### src/inc/pc_stack_pkg.sv
// Constants, types and state records of the program-flow and addressing block.
package pc_stack_pkg;

    localparam logic [12:0] PC_RESET     = 13'h0000;
    localparam logic [12:0] IRQ_VECTOR   = 13'h0004;
    localparam logic [12:0] PC_STEP      = 13'h0001;
    localparam logic [4:0]  HOLD_RESET   = 5'h00;
    localparam logic [7:0]  FSR_RESET    = 8'h00;
    localparam logic        BANK_RESET   = 1'b0;
    localparam logic        READY_RESET  = 1'b1;
    localparam logic [2:0]  SP_RESET     = 3'h0;
    localparam logic [2:0]  SP_STEP      = 3'h1;
    localparam logic [6:0]  IND_PORT_LOC = 7'h00;

    localparam logic [7:0]  OFS_PCL      = 8'h00;
    localparam logic [7:0]  OFS_HOLD     = 8'h04;
    localparam logic [7:0]  OFS_FSR      = 8'h08;
    localparam logic [7:0]  OFS_BANK     = 8'h0C;
    localparam logic [1:0]  RESP_OKAY    = 2'h0;
    localparam logic [1:0]  RESP_SLVERR  = 2'h2;

    // Every return kind uses OP_RET; they differ only in the execution unit.
    typedef enum logic [2:0] {
        OP_NONE      = 3'h0,
        OP_STEP      = 3'h1,
        OP_GOTO      = 3'h2,
        OP_CALL      = 3'h3,
        OP_IRQ       = 3'h4,
        OP_RET       = 3'h5,
        OP_WRITE_PCL = 3'h6,
        OP_ADD_PCL   = 3'h7
    } op_kind_e;

    typedef enum logic [1:0] {
        WS_IDLE = 2'b00,
        WS_RESP = 2'b01
    } wr_state_e;

    typedef struct packed {
        op_kind_e    kind;
        logic [10:0] target;
        logic [7:0]  data;
    } core_op_s;

    typedef struct packed {
        logic       rd;
        logic       wr;
        logic [7:0] wdata;
    } ind_req_s;

    typedef struct packed {
        logic       rd;
        logic       wr;
        logic [8:0] addr;
        logic [7:0] wdata;
    } mem_req_s;

    typedef struct packed {
        logic [2:0]       sp;
        logic [7:0][12:0] entry;
    } stack_state_s;

    typedef struct packed {
        logic [12:0] pc;
        logic [4:0]  hold;
        logic [7:0]  file_select_pointer;
        logic        bank;
        wr_state_e   wstate;
        logic        aw_have;
        logic        w_have;
        logic [7:0]  waddr;
        logic [7:0]  wdata;
        logic        wlane0;
        logic        awready;
        logic        wready;
        logic        bvalid;
        logic [1:0]  bresp;
        logic        arready;
        logic        rvalid;
        logic [7:0]  rdata;
        logic [1:0]  rresp;
        mem_req_s    mem;
        logic        ind_pend;
        logic        ind_rvalid;
        logic [7:0]  ind_rdata;
    } main_state_s;

endpackage

### src/return_stack.sv
// Circular eight-entry return-address stack.
`timescale 1ns/100ps
module return_stack (
    // Clock and reset
    input  wire logic        aclk,
    input  wire logic        aresetn,
    // Push and pop requests
    input  wire logic        push,
    input  wire logic        pop,
    input  wire logic [12:0] push_data,
    // Entry that the next pop returns
    output logic      [12:0] top_data
);

    pc_stack_pkg::stack_state_s s_reg;
    pc_stack_pkg::stack_state_s s_next;

    // The pointer has no full or empty flag on purpose: overflow simply
    // wraps and underflow returns stale entries.
    always_comb begin
        s_next = s_reg;
        if (push) begin
            s_next.entry[s_reg.sp] = push_data;
            s_next.sp = s_reg.sp + pc_stack_pkg::SP_STEP;
        end else if (pop) begin
            s_next.sp = s_reg.sp - pc_stack_pkg::SP_STEP;
        end
    end

    always_ff @(posedge aclk) begin
        if (!aresetn) begin
            s_reg <= '0;
            s_reg.sp <= pc_stack_pkg::SP_RESET;
        end else begin
            s_reg <= s_next;
        end
    end

    assign top_data = s_reg.entry[3'(s_reg.sp - pc_stack_pkg::SP_STEP)];
endmodule

### src/pc_stack_indirect_addr.sv
// Program counter, return stack and indirect address unit with register port.
`timescale 1ns/100ps
module pc_stack_indirect_addr #(
    // Clear for program memories of 4K words or less.
    parameter bit BIG_MEM = 1'b1
) (
    // Clock and reset
    input  wire logic                     aclk,
    input  wire logic                     aresetn,
    // Register bus, write address
    input  wire logic                     awvalid,
    output logic                          awready,
    input  wire logic [7:0]               awaddr,
    // Register bus, write data
    input  wire logic                     wvalid,
    output logic                          wready,
    input  wire logic [31:0]              wdata,
    input  wire logic [3:0]               wstrb,
    // Register bus, write response
    output logic                          bvalid,
    input  wire logic                     bready,
    output logic      [1:0]               bresp,
    // Register bus, read address
    input  wire logic                     arvalid,
    output logic                          arready,
    input  wire logic [7:0]               araddr,
    // Register bus, read data
    output logic                          rvalid,
    input  wire logic                     rready,
    output logic      [31:0]              rdata,
    output logic      [1:0]               rresp,
    // Program flow commands from the execution unit
    input  wire pc_stack_pkg::core_op_s   core_op,
    output logic      [12:0]              pc_out,
    // Indirect data port access from the execution unit
    input  wire pc_stack_pkg::ind_req_s   ind_req,
    output logic                          ind_rvalid,
    output logic      [7:0]               ind_rdata,
    // Data memory access on behalf of the indirect port
    output pc_stack_pkg::mem_req_s        mem_req,
    input  wire logic [7:0]               mem_rdata
);

    pc_stack_pkg::main_state_s s_reg;
    pc_stack_pkg::main_state_s s_next;

    logic        push;
    logic        pop;
    logic [12:0] push_data;
    logic [12:0] top_data;
    logic [4:0]  page;
    logic        self_hit;
    logic        axi_pcl_wr;

    function automatic logic mapped(input logic [7:0] a);
        mapped = (a == pc_stack_pkg::OFS_PCL) ||
                 (a == pc_stack_pkg::OFS_HOLD) ||
                 (a == pc_stack_pkg::OFS_FSR) ||
                 (a == pc_stack_pkg::OFS_BANK);
    endfunction

    // The top page bit is dropped on small parts so that code written for
    // a larger part never jumps into absent memory.
    function automatic logic [4:0] page_mask(input logic [4:0] h);
        page_mask = {h[4] & BIG_MEM, h[3:0]};
    endfunction

    return_stack u_stack (
        .aclk      (aclk),
        .aresetn   (aresetn),
        .push      (push),
        .pop       (pop),
        .push_data (push_data),
        .top_data  (top_data)
    );

    // Port zero of any bank is the indirect port itself.
    assign self_hit = (s_reg.file_select_pointer[6:0] == pc_stack_pkg::IND_PORT_LOC);
    assign page = page_mask(s_reg.hold);

    always_comb begin
        s_next = s_reg;
        push = 1'b0;
        pop = 1'b0;
        push_data = s_reg.pc;
        axi_pcl_wr = 1'b0;

        // Address and data are taken in either order and held until the
        // response, so only one write is ever in flight.
        if (s_reg.awready && awvalid) begin
            s_next.aw_have = 1'b1;
            s_next.waddr = awaddr;
            s_next.awready = 1'b0;
        end
        if (s_reg.wready && wvalid) begin
            s_next.w_have = 1'b1;
            s_next.wdata = wdata[7:0];
            s_next.wlane0 = wstrb[0];
            s_next.wready = 1'b0;
        end

        unique case (s_reg.wstate)
            pc_stack_pkg::WS_IDLE: begin
                // A register write waits while the core moves the counter,
                // which keeps the two from racing on the same cycle.
                if (s_reg.aw_have && s_reg.w_have &&
                    core_op.kind == pc_stack_pkg::OP_NONE) begin
                    s_next.aw_have = 1'b0;
                    s_next.w_have = 1'b0;
                    s_next.bvalid = 1'b1;
                    s_next.wstate = pc_stack_pkg::WS_RESP;
                    s_next.bresp = mapped(s_reg.waddr) ?
                                   pc_stack_pkg::RESP_OKAY :
                                   pc_stack_pkg::RESP_SLVERR;
                    if (s_reg.wlane0) begin
                        unique case (s_reg.waddr)
                            pc_stack_pkg::OFS_PCL:
                                axi_pcl_wr = 1'b1;
                            pc_stack_pkg::OFS_HOLD:
                                s_next.hold = s_reg.wdata[4:0];
                            pc_stack_pkg::OFS_FSR:
                                s_next.file_select_pointer = s_reg.wdata;
                            pc_stack_pkg::OFS_BANK:
                                s_next.bank = s_reg.wdata[0];
                            default: begin
                            end
                        endcase
                    end
                end
            end
            pc_stack_pkg::WS_RESP: begin
                if (bready) begin
                    s_next.bvalid = 1'b0;
                    s_next.awready = 1'b1;
                    s_next.wready = 1'b1;
                    s_next.wstate = pc_stack_pkg::WS_IDLE;
                end
            end
            default: begin
                s_next.wstate = pc_stack_pkg::WS_IDLE;
            end
        endcase

        if (s_reg.arready && arvalid) begin
            s_next.arready = 1'b0;
            s_next.rvalid = 1'b1;
            s_next.rresp = pc_stack_pkg::RESP_OKAY;
            unique case (araddr)
                pc_stack_pkg::OFS_PCL:
                    s_next.rdata = s_reg.pc[7:0];
                pc_stack_pkg::OFS_HOLD:
                    s_next.rdata = {3'h0, s_reg.hold};
                pc_stack_pkg::OFS_FSR:
                    s_next.rdata = s_reg.file_select_pointer;
                pc_stack_pkg::OFS_BANK:
                    s_next.rdata = {7'h00, s_reg.bank};
                default: begin
                    s_next.rdata = 8'h00;
                    s_next.rresp = pc_stack_pkg::RESP_SLVERR;
                end
            endcase
        end else if (s_reg.rvalid && rready) begin
            s_next.rvalid = 1'b0;
            s_next.arready = 1'b1;
        end

        // The holding register is never touched here: only the bus
        // writes it, so calls and returns leave it as it was.
        unique case (core_op.kind)
            pc_stack_pkg::OP_NONE: begin
                if (axi_pcl_wr) begin
                    s_next.pc = {page, s_reg.wdata};
                end
            end
            pc_stack_pkg::OP_STEP: begin
                s_next.pc = s_reg.pc + pc_stack_pkg::PC_STEP;
            end
            pc_stack_pkg::OP_GOTO: begin
                s_next.pc = {page[4:3], core_op.target};
            end
            pc_stack_pkg::OP_CALL: begin
                push = 1'b1;
                push_data = s_reg.pc + pc_stack_pkg::PC_STEP;
                s_next.pc = {page[4:3], core_op.target};
            end
            pc_stack_pkg::OP_IRQ: begin
                push = 1'b1;
                push_data = s_reg.pc;
                s_next.pc = pc_stack_pkg::IRQ_VECTOR;
            end
            pc_stack_pkg::OP_RET: begin
                pop = 1'b1;
                s_next.pc = top_data;
            end
            pc_stack_pkg::OP_WRITE_PCL: begin
                s_next.pc = {page, core_op.data};
            end
            pc_stack_pkg::OP_ADD_PCL: begin
                // The low byte sum drops its carry; tables crossing a
                // 256-word block need the holding register adjusted.
                s_next.pc = {page, 8'(s_reg.pc[7:0] + core_op.data)};
            end
        endcase

        // The indirect port holds nothing; requests go to the pointed
        // location unless the pointer names the port itself.
        s_next.mem.rd = ind_req.rd && !self_hit;
        s_next.mem.wr = ind_req.wr && !self_hit;
        s_next.mem.addr = {s_reg.bank, s_reg.file_select_pointer};
        s_next.mem.wdata = ind_req.wdata;
        s_next.ind_pend = ind_req.rd;
        s_next.ind_rvalid = s_reg.ind_pend;
        s_next.ind_rdata = s_reg.mem.rd ? mem_rdata : 8'h00;
    end

    always_ff @(posedge aclk) begin
        if (!aresetn) begin
            s_reg <= '0;
            s_reg.pc <= pc_stack_pkg::PC_RESET;
            s_reg.hold <= pc_stack_pkg::HOLD_RESET;
            s_reg.file_select_pointer <= pc_stack_pkg::FSR_RESET;
            s_reg.bank <= pc_stack_pkg::BANK_RESET;
            s_reg.wstate <= pc_stack_pkg::WS_IDLE;
            s_reg.awready <= pc_stack_pkg::READY_RESET;
            s_reg.wready <= pc_stack_pkg::READY_RESET;
            s_reg.arready <= pc_stack_pkg::READY_RESET;
        end else begin
            s_reg <= s_next;
        end
    end

    // No overflow or underflow flag exists anywhere in this port list.
    assign pc_out = s_reg.pc;
    assign awready = s_reg.awready;
    assign wready = s_reg.wready;
    assign bvalid = s_reg.bvalid;
    assign bresp = s_reg.bresp;
    assign arready = s_reg.arready;
    assign rvalid = s_reg.rvalid;
    assign rdata = {24'h000000, s_reg.rdata};
    assign rresp = s_reg.rresp;
    assign mem_req = s_reg.mem;
    assign ind_rvalid = s_reg.ind_rvalid;
    assign ind_rdata = s_reg.ind_rdata;
endmodule

### config.mk
export PLATFORM = sky130hd
export DESIGN_NAME = pc_stack_indirect_addr
export DESIGN_NICKNAME = d
export VERILOG_FILES = /design/src/inc/pc_stack_pkg.sv /design/src/return_stack.sv /design/src/pc_stack_indirect_addr.sv
export SDC_FILE = /design/constraint.sdc
export NUM_CORES = 1
export LEC_CHECK = 0
export BUFFER_PORTS_ARGS = -buffer_cell sky130_fd_sc_hd__buf_2
export CAP_MARGIN = 0
export CORE_UTILIZATION = 56
export DETAILED_ROUTE_END_ITERATION = 12
export MAX_ROUTING_LAYER = met4
export PLACE_DENSITY = 0.8
export SYNTH_ARGS = -nofsm -noshare
export SYNTH_HDL_FRONTEND = slang
export SYNTH_HIERARCHICAL = 1
export SYNTH_SLANG_ARGS = --single-unit
### constraint.sdc
create_clock -name aclk -period 3.4 [get_ports aclk]
set_input_delay 0.34 -clock aclk [delete_from_list [all_inputs] [get_ports aclk]]
set_output_delay 0.34 -clock aclk [all_outputs]
set_load 0.05 [all_outputs]
* Yosys cells after proc, flatten, opt, wreduce, memory -nomap -nowiden
Index checks and enable logic that the tools add are counted.
Word-level totals: output and inout bits 82, bits in registers 201
Operators by class: multiplexer cells 33, reduce and logical (&&, ||, !) cells 31, add/subtract/negate cells 4, equality and inequality tests 17, magnitude comparators 3
Operators with widths (number):
- $bwmux W104 | 1
- $pmux W13 S7 | 1
- $mux W13 | 4
- $bmux W13 S3 | 1
- $demux W13 S3 | 1
- $eq A8 B4 Y1 const B | 4
- $pmux W8 S4 | 1
- $eq A8 B3 Y1 const B | 2
- $logic_not A8 Y1 | 2
- $mux W2 | 7
- $add A13 B1 Y13 const B | 1
- $eq A3 B3 Y1 const B | 4
- $mux W3 | 4
- $reduce_and A4 Y1 | 3
- $mux W1 | 10
- $logic_and A1 B1 Y1 | 9
- $add A8 B8 Y8 | 1
- $lt A3 B4 Y1 const B | 2
- $logic_not A7 Y1 | 1
- $eq A3 B2 Y1 const B | 2
- $ne A2 B2 Y1 const B | 3
- $reduce_and A2 Y1 | 3
- $reduce_bool A2 Y1 | 3
- $mux W4 | 1
- other kinds (14) | 17

* Longest topological paths before layout
Gate-level depths: netlist (run 1).
depth in word-level cells 7, mapped depth 13, mapped depth without buffers 9

* Modules after synthesis
The synthesis (run 1) kept the hierarchy.
By module, submodules not included:
- return_stack | sequential area each 2142.1 um^2, times used 1, cells an instance 632, area an instance 4949.7 um^2
- pc_stack_indirect_addr | sequential area each 1821.7 um^2, times used 1, cells an instance 590, area an instance 4948.5 um^2

* Worst setup path after synthesis (run 1)
OpenSTA, ideal clock, no wires.
path kind register to register, from register u_stack/s_reg[104] (netlist name), to register s_reg, in the netlist pc_out[1], required time 3.313 ns, slack 0.720 ns, arrival 2.593 ns, stages on the path, launching flop included 13, path through dfxtp_1 buf_2 inv_2 buf_2 ha_1 buf_2 buf_2 mux2i_1 nand3_1 and4_1 nand2_1 mux4_2 o31ai_1
On the way: cells in the longest elaborated chain, start to end 4
Ends and longest elaborated chain:
- start: declaration | RTL line return_stack.sv:15 | pc_stack_pkg::stack_state_s s_reg;
- start signal: assignment | RTL line return_stack.sv:35 | s_reg <= s_next;
- $sub A3 B1 Y3 | RTL line return_stack.sv:39 | assign top_data = s_reg.entry[3'(s_reg.sp - pc_stack_pkg::SP_STEP)];
- $bmux W13 S3 | RTL line return_stack.sv:39
- $mux W13 (not written as such) | RTL line return_stack.sv:39
- named net top_data[1] | RTL line pc_stack_indirect_addr.sv:50 | logic [12:0] top_data;
- $pmux W13 S7 | RTL line pc_stack_indirect_addr.sv:169 | unique case (core_op.kind)
- end signal: assignment | RTL line pc_stack_indirect_addr.sv:228 | s_reg <= s_next;
- end: declaration | RTL line pc_stack_indirect_addr.sv:44 | pc_stack_pkg::main_state_s s_reg;
The timed path passes the listed nets, and every way through them passes these cells. The select of a mux whose other input is x is not followed. A chain may end at the register's enable or synchronous reset.

* Worst setup path after layout (run 1)
from register u_stack/s_reg[104] (netlist name), to register s_reg, in the netlist pc_out[2]
Same word-level chain as after synthesis.

==> metrics.md, run 1 <==
| Metric | Value |
|---|---|
| Synth Flop Type | dfxtp_1 |
| Avg WL per Cell | 17.1 µm |
| GRT Total Usage | 28.2% |
| DR vias | 8604 |
| Worst path depth | 10 |
| Largest register FFs | 107 |
| WS Path Type | reg -> reg |
| Pre-CTS setup slack | 0.765 ns |
| Asr flop ratio synth | 0% |
| Root Driver | clkbuf_16 |
| Inst Count DP | 1455 |
| Multi-input combinational cell area | 4980 µm² |
| Reg power frac | 43.8% |
| Area growth syn-to-layout | 8.55% |
| RSZ-0062 raised after global routing | false |
| Switch Pwr | 1.64 mW |
| Ant diodes | 0 |
| Number of synthesized flops with an enable pin | 0 |
| Ys Warns | 6 |
| CTS Buf Count | 17 |
| DPL Wire Length | 17.6 mm |
| Final number of setup-violating endpoints | 0 |
| Hold buffers post-CTS | 0 |
| Fillcell total | 1473 |
| Crit path max-delay cell type | ha_2 |
| Port bufs | 127 |
| Core Rows | 48 |
| Via density | 5.79 |
| Mapped Area | 9900 µm² |
| Global placement routability congestion | 0.933 |
| Post-route ant nets | 0 |
| Worst min path class | in -> reg |
| Worst-path clk slew | 0.07 ns |
| Antenna violations before repair | 0 |
| Clk sinks | 198 |
| Max Cap Viol | 0 |
| Clock latency on the worst-skew pair | 0.44 ns |
| DRT iter0 DRCs | 945 |
| CTS tree | done |
| Setup crit start kind | flop |
| Register area | 3960 µm² |
| Final wirelength | 25.4 mm |
| Power per cell area | 516 nW/µm² |
| Switching Share | 29.6% |
| Clk network pwr share | 38.3% |
| Final Slew Violations | 0 |
| Yosys cell types | 69 |
| CTS max path bufs | 2 |
| CP endpoint kind | flop |
| Post-CTS Setup Inserts | 0 |
| # DRC | 0 |
| Remaining global-route overflow | 0 |
| H-tree depth | 4 |
| Area share of the largest cell type after synthesis | 40.0% |
| R2R depth | 10 |
| FMAX | 0.377 GHz |
| Post-cts sizing count | 0 |
| Relative slew margins | 35.6% |
| Crit path cell chain | inv_2 -> ha_2 -> buf_12 -> mux2i_1 -> nand3_1 -> and4_1 -> nand2_1 -> nand3_1 -> a222oi_1 -> o22ai_1 |
| Final count of hold timing violations | 0 |
| First-pass GRT wire length | 39.1 mm |
| Starting Density | 57.2% |
| VDD IR max | 0.335 mV |
| CP required | 3.71 ns |
| Hold path depth | 2 |
| Die Wd | 135 µm |
| Share of cells above drive strength 1 | 16.0% |
| Total I/O pin count | 181 |
| Number of global-route vias before repair | 7637 |
| Setup TNS | 0 ns |
| Pleak | 4.32 nW |
| Die span in y | 135 µm |
| Setup Skew | 0.0106 ns |
| Synth area leader | dfxtp_1 |
| Largest net degree at the start of global routing | 63 |
| Slack of the critical path | 0.750 ns |
| Area contributors post-synth | dfxtp_1 (40%), nand2_1 (10%), mux2i_1 (7.9%) |
| Post-route minimum period | 2.65 ns |
| Critical Path AT | 2.96 ns |
| Seq cells post-synth | 198 |
| Min Hold Slack | 0.107 ns |
| Crit-path most repeated cell | nand3_1 |
| Placed instance area | 10100 µm² |
| Full die area | 18200 µm² |
| Tcrit/Tclk final | 77.9% |
| Nets | 1359 |
| Mapped Cells | 1222 |
| Finished Cell Area | 10700 µm² |
| Core Footprint | 17300 µm² |
| Largest stage delay, worst path | 0.56 ns |
| Syn avg cell area | 8.10 µm² |
| Top delay family on crit path | adder cells |
| Int Pwr | 3.91 mW |
| Measured slew at the worst slew-check pin | 0.963 ns |
| DR pass1 iterations | 5 |
| Status | finished clean |
| Worst Path Buf+Inv | 2 |
| Non-Filler Instances | 1487 |
| Max FO, Critical Path | 19 |
| Logic pwr share | 17.9% |
| Seq/Total Area, Yosys | 40.0% |
-- cell families after synthesis --
| family | share of synthesized area [%] |
|---|---|
| AO/OA/AOI/OAI | 12.4 |
| XOR/XNOR | 2.63 |
| adder cells (fa/ha/maj) | 1.47 |
| buffers and inverters | 10.7 |
| flip-flops | 40.0 |
| multiplexers | 8.46 |
| other | 0.0379 |
| AND/OR/NAND/NOR | 24.3 |
-- Yosys cell counts (12+ instances only) --
cell type  instances
nor3_1            13
mux2i_1           78
clkbuf_1          47
nand2_1          274
xnor2_1           12
buf_4             87
and2_1            26
buf_2             30
o21ai_0           21
and3_1            13
a21oi_1          141
nor2_1            47
xor2_1            14
dfxtp_1          198
and4_1            14
nand3_1           72
-- routing by layer --
layer  global-route usage, %  vias to the layer above  wire (µm)
met1                    36.0                     4025      10700
met3                    5.48                       54       2170
li1                        -                     4117          -
met2                    44.1                      408      11800
met4                    11.0                        0        654
met5                       -                        -          0
-- power by group through the flow --
| stage | logic [mW] | registers (mW) | clock network, mW |
|---|---|---|---|
| floorplan | 0.774 | 2.47 | 0 |
| global placement | 0.961 | 2.48 | 0 |
| detailed placement | 0.972 | 2.48 | 0 |
| CTS | 0.978 | 2.43 | 2.14 |
| global route | 1.05 | 2.44 | 2.23 |
| finish | 0.993 | 2.43 | 2.12 |
-- path summary, 6_finish.rpt --
kind                            from                 to  slack [ns]
setup / recovery  u_stack/s_reg[104]          pc_out[2]        0.75
hold reg to reg    u_stack/s_reg[80]  u_stack/s_reg[80]        0.45
setup reg to reg  u_stack/s_reg[104]          pc_out[2]        0.75
hold / removal            ind_req[2]         mem_req[2]        0.11
-- final cells by class --
type,instances,area share (%)
multi-input cells,867,46.3
flip-flops and latches,198,36.9
repair buffers,150,7.87
clock buffers,19,4.22
well taps,225,2.62
clock inverters,13,1.56
inverters,15,0.524
-- placed cells by master (no fill, tap or decap), types with 5 or more instances in the layout --
cell,instances
and3_1,13
a22oi_1,8
buf_4,20
nor2_1,47
dfxtp_1,198
nand3b_1,7
buf_2,127
o21ai_0,21
and4_1,14
conb_1,26
mux2i_1,78
a31oi_1,5
nor3_1,13
inv_1,11
clkbuf_16,17
xnor2_1,12
ha_1,9
xor2_1,14
a21oi_1,141
a211oi_1,6
nand3_1,72
a221oi_1,8
nand2_1,274
and2_1,26
nand4_1,5
-- metrics by stage --
stage	util [%]	power, mW
2_1_floorplan	-	3.24
3_3_place_gp	58.5	3.44
3_5_place_dp	58.5	3.45
4_1_cts	62.1	5.55
5_1_grt	62.1	5.72
6_report	62.1	5.55
Note: power is estimated with default switching activity, not from simulation.
==> run 2, diff against run 1 <==
- ABC_AREA: not set -> 1
- CORE_UTILIZATION: 56 -> 51
- PLACE_DENSITY: 0.8 -> 0.77
- clock period: 3.4 -> 2.2 ns (I/O delays scaled with it)
==> metrics.md, run 2 <==
| Metric | Value |
|---|---|
| Status | finished clean |
| Relative slew margins | 24.3% (-11 points) |
| Mapped Cells | 1613 (+32%) |
| Worst Path Buf+Inv | 4 (+2) |
| Final core utilization | 59.7% (-2.4 points) |
| Asr flop ratio synth | 0% (unchanged) |
| Total I/O pin count | 181 (unchanged) |
| Slack of the critical path | 0.105 ns (-0.645 ns) |
| Synth Flop Type | dfxtp_1 |
| # DRC | 0 (unchanged) |
| Final Slew Violations | 0 (unchanged) |
| Avg WL per Cell | 14.4 µm (-15%) |
| Final wirelength | 28.7 mm (+13%) |
| RSZ-0062 raised after global routing | false |
| Mapped Area | 10400 µm² (+4.7%) |
| Clk sinks | 198 (unchanged) |
| Power per cell area | 736 nW/µm² (+43%) |
| Root Driver | clkbuf_16 |
| DRT iter0 DRCs | 811 (-14%) |
| Largest stage delay, worst path | 0.36 ns (-0.20 ns) |
| Most common cell after layout, fill and taps aside | nand2_1 |
| Area share of the largest cell type after synthesis | 38.2% (-1.8 points) |
| Share of cells above drive strength 1 | 14.1% (-1.9 points) |
| GRT Total Usage | 28.5% (+0.27 points) |
| Worst min path class | in -> reg |
| Seq cells post-synth | 198 (unchanged) |
| Number of global-route vias before repair | 9108 (+19%) |
| Placed instance area | 10900 µm² (+8.1%) |
| Die Wd | 145 µm (+7.1%) |
| Post-CTS Setup Inserts | 0 (unchanged) |
| Setup Skew | 0.0140 ns (+0.00336 ns) |
| Core Rows | 51 (+6.3%) |
| Via density | 5.12 (-11%) |
| Ys Warns | 6 (unchanged) |
| Most frequent cell after synthesis | nand2_1 |
| Largest register FFs | 107 (unchanged) |
| Critical Path AT | 2.47 ns (-0.49 ns) |
| First-pass GRT wire length | 44.6 mm (+14%) |
| CTS tree | done |
| Antenna violations before repair | 2 (+2) |
| Remaining global-route overflow | 0 (unchanged) |
| Worst-path clk slew | 0.09 ns (+0.02 ns) |
| Commonest cells in the netlist | nand2_1 (339), nor2_1 (313), inv_1 (208) |
| Clock latency on the worst-skew pair | 0.45 ns (about the same) |
| FMAX | 0.477 GHz (+26%) |
| Finished Cell Area | 11800 µm² (+9.6%) |
| Syn avg cell area | 6.43 µm² (-21%) |
| Number of synthesized flops with an enable pin | 0 (unchanged) |
| Area growth syn-to-layout | 13.7% |
| CP endpoint kind | flop |
| Full die area | 20900 µm² (+15%) |
| Max Cap Viol | 0 (unchanged) |
| Nets | 1818 (+34%) |
| Starting Density | 52.6% (-4.7 points) |
| Seq/Total Area, Yosys | 38.2% (-1.8 points) |
| WS Path Type | reg -> reg |
| Final count of hold timing violations | 0 (unchanged) |
| Crit path max-delay cell type | dfxtp_1 |
| Min Hold Slack | 0.0185 ns (-0.0888 ns) |
| VDD IR max | 0.481 mV (+44%) |
| Tcrit/Tclk final | 95.2% (+17 points) |
| CP required | 2.58 ns (-1.13 ns) |
| Pre-CTS setup slack | 0.156 ns (-0.608 ns) |
| Final number of setup-violating endpoints | 0 (unchanged) |
| Synth area leader | dfxtp_1 |
| Yosys cell types | 39 (-43%) |
| DR pass1 iterations | 6 (+1) |
| CTS max path bufs | 2 (unchanged) |
| Port bufs | 127 (unchanged) |
| H-tree depth | 4 (unchanged) |
| Setup crit start kind | flop |
| CTS Buf Count | 17 (unchanged) |
| Crit path cell chain | inv_2 -> ha_1 -> inv_4 -> buf_4 -> nand3_1 -> nand2_1 -> nand2_1 -> nand2_1 -> inv_1 -> nor2_1 -> nor2_1 -> nand3_1 -> o21ai_0 -> a21oi_1 |
| Die span in y | 145 µm (+7.1%) |
| Pleak | 5.76 nW (+33%) |
| DR vias | 10.2k (+18%) |
| Post-route ant nets | 0 (unchanged) |
| Core Footprint | 19700 µm² (+14%) |
| Top delay family on crit path | simple AND/OR/NAND/NOR gates |
| Largest net degree at the start of global routing | 63 (unchanged) |
| Post-route minimum period | 2.09 ns (-0.555 ns) |
| Measured slew at the worst slew-check pin | 1.12 ns (+0.160 ns) |
| Most frequent cells in the layout | nand2_1 (339), nor2_1 (312), inv_1 (208) |
| Crit-path most repeated cell | nand2_1 |
| Global placement routability congestion | 0.944 (+1.1%) |
| Area contributors post-synth | dfxtp_1 (38%), nand2_1 (12%), nor2_1 (11%) |
| Max FO, Critical Path | 9 (-10) |
| Total power | 8.67 mW (+56%) |
| DPL Wire Length | 19.6 mm (+12%) |
[run 2: changes by cell type in the layout (fill, tap and decap cells not counted), sizes merged, moves of 11 or more]
| cell | before | now |
|---|---|---|
| mux2i | 78 | 0 |
| nand2 | 275 | 341 |
| nand3 | 72 | 126 |
| and2 | 27 | 0 |
| dlygate4sd3 | 0 | 20 |
| and3 | 13 | 1 |
| and4 | 14 | 0 |
| buf | 150 | 174 |
| inv | 18 | 234 |
| o21ai | 21 | 169 |
| a21oi | 141 | 40 |
| xor2 | 15 | 3 |
| xnor2 | 13 | 2 |
| nor2 | 47 | 320 |
[run 2: cells by family (layout without fill, tap and decap cells)]
family          Yosys count  in the layout  share of synthesized area (%)
compound gates          215            215                           10.5
xor+xnor                  5              5                          0.495
fa+ha+maj                11             11                           1.40
buf+inv                 368            451                           16.8
flops                   198            198                           38.2
other cells               1             28                         0.0362
simple gates            815            815                           32.5
[run 2: path summary, 6_finish.rpt]
path / startpoint / end / slack [ns] / depth (start not counted)
worst max-delay path: u_stack/s_reg[105] / pc_out[3] / 0.11 / 14
worst min-delay path: wdata[2] / s_reg[49] / 0.02 / 3
worst max register to register: u_stack/s_reg[105] / pc_out[3] / 0.11 / 14
worst min register to register: s_next[8] / ind_rvalid / 0.43 / 2
[run 2: repair_timing]
action	4_1_cts	5_1_grt
resized for setup	0	5
endpoints found under the setup margin	0	14
hold buffers	20	0
endpoints found under the hold margin	20	0
[run 2: layout make-up]
class,instances,area (µm²)
fillers,1872,7940
multi-input cells,1072,4760
flip-flops and latches,198,3970
repair buffers,194,1240
inverters,225,852
clock buffers,17,425
well taps,265,332
clock inverters,15,199
diodes,2,5.00
[run 2: power breakdown]
part	internal, mW	switching, mW	total, mW
sequential	3.70	0.0933	3.79
clock	1.57	1.68	3.25
combinational	0.504	1.12	1.63
[run 2: metrics by stage]
step           std cells  TNS, ns
6_report            1988        0
5_1_grt             1988        0
4_1_cts             1986        0
3_5_place_dp        1934        0
3_3_place_gp        1934        0
2_1_floorplan       1638  -0.0167
[run 2: layer usage]
| layer | track usage, % | share of wire [%] |
|---|---|---|
| met5 | - | 0 |
| met4 | 10.1 | 2.2 |
| met3 | 6.06 | 8.2 |
| met2 | 44.9 | 47 |
| met1 | 36.0 | 42 |
[run 2: worst register-to-register path, cell delays in order, from the launching register on]
cell and delay (ns):
dfxtp_1 0.36, inv_2 0.06, ha_1 0.33, inv_4 0.15
buf_4 0.17, nand3_1 0.08, nand2_1 0.06, nand2_1 0.09
nand2_1 0.11, inv_1 0.06, nor2_1 0.12, nor2_1 0.06
nand3_1 0.11, o21ai_0 0.12, a21oi_1 0.15
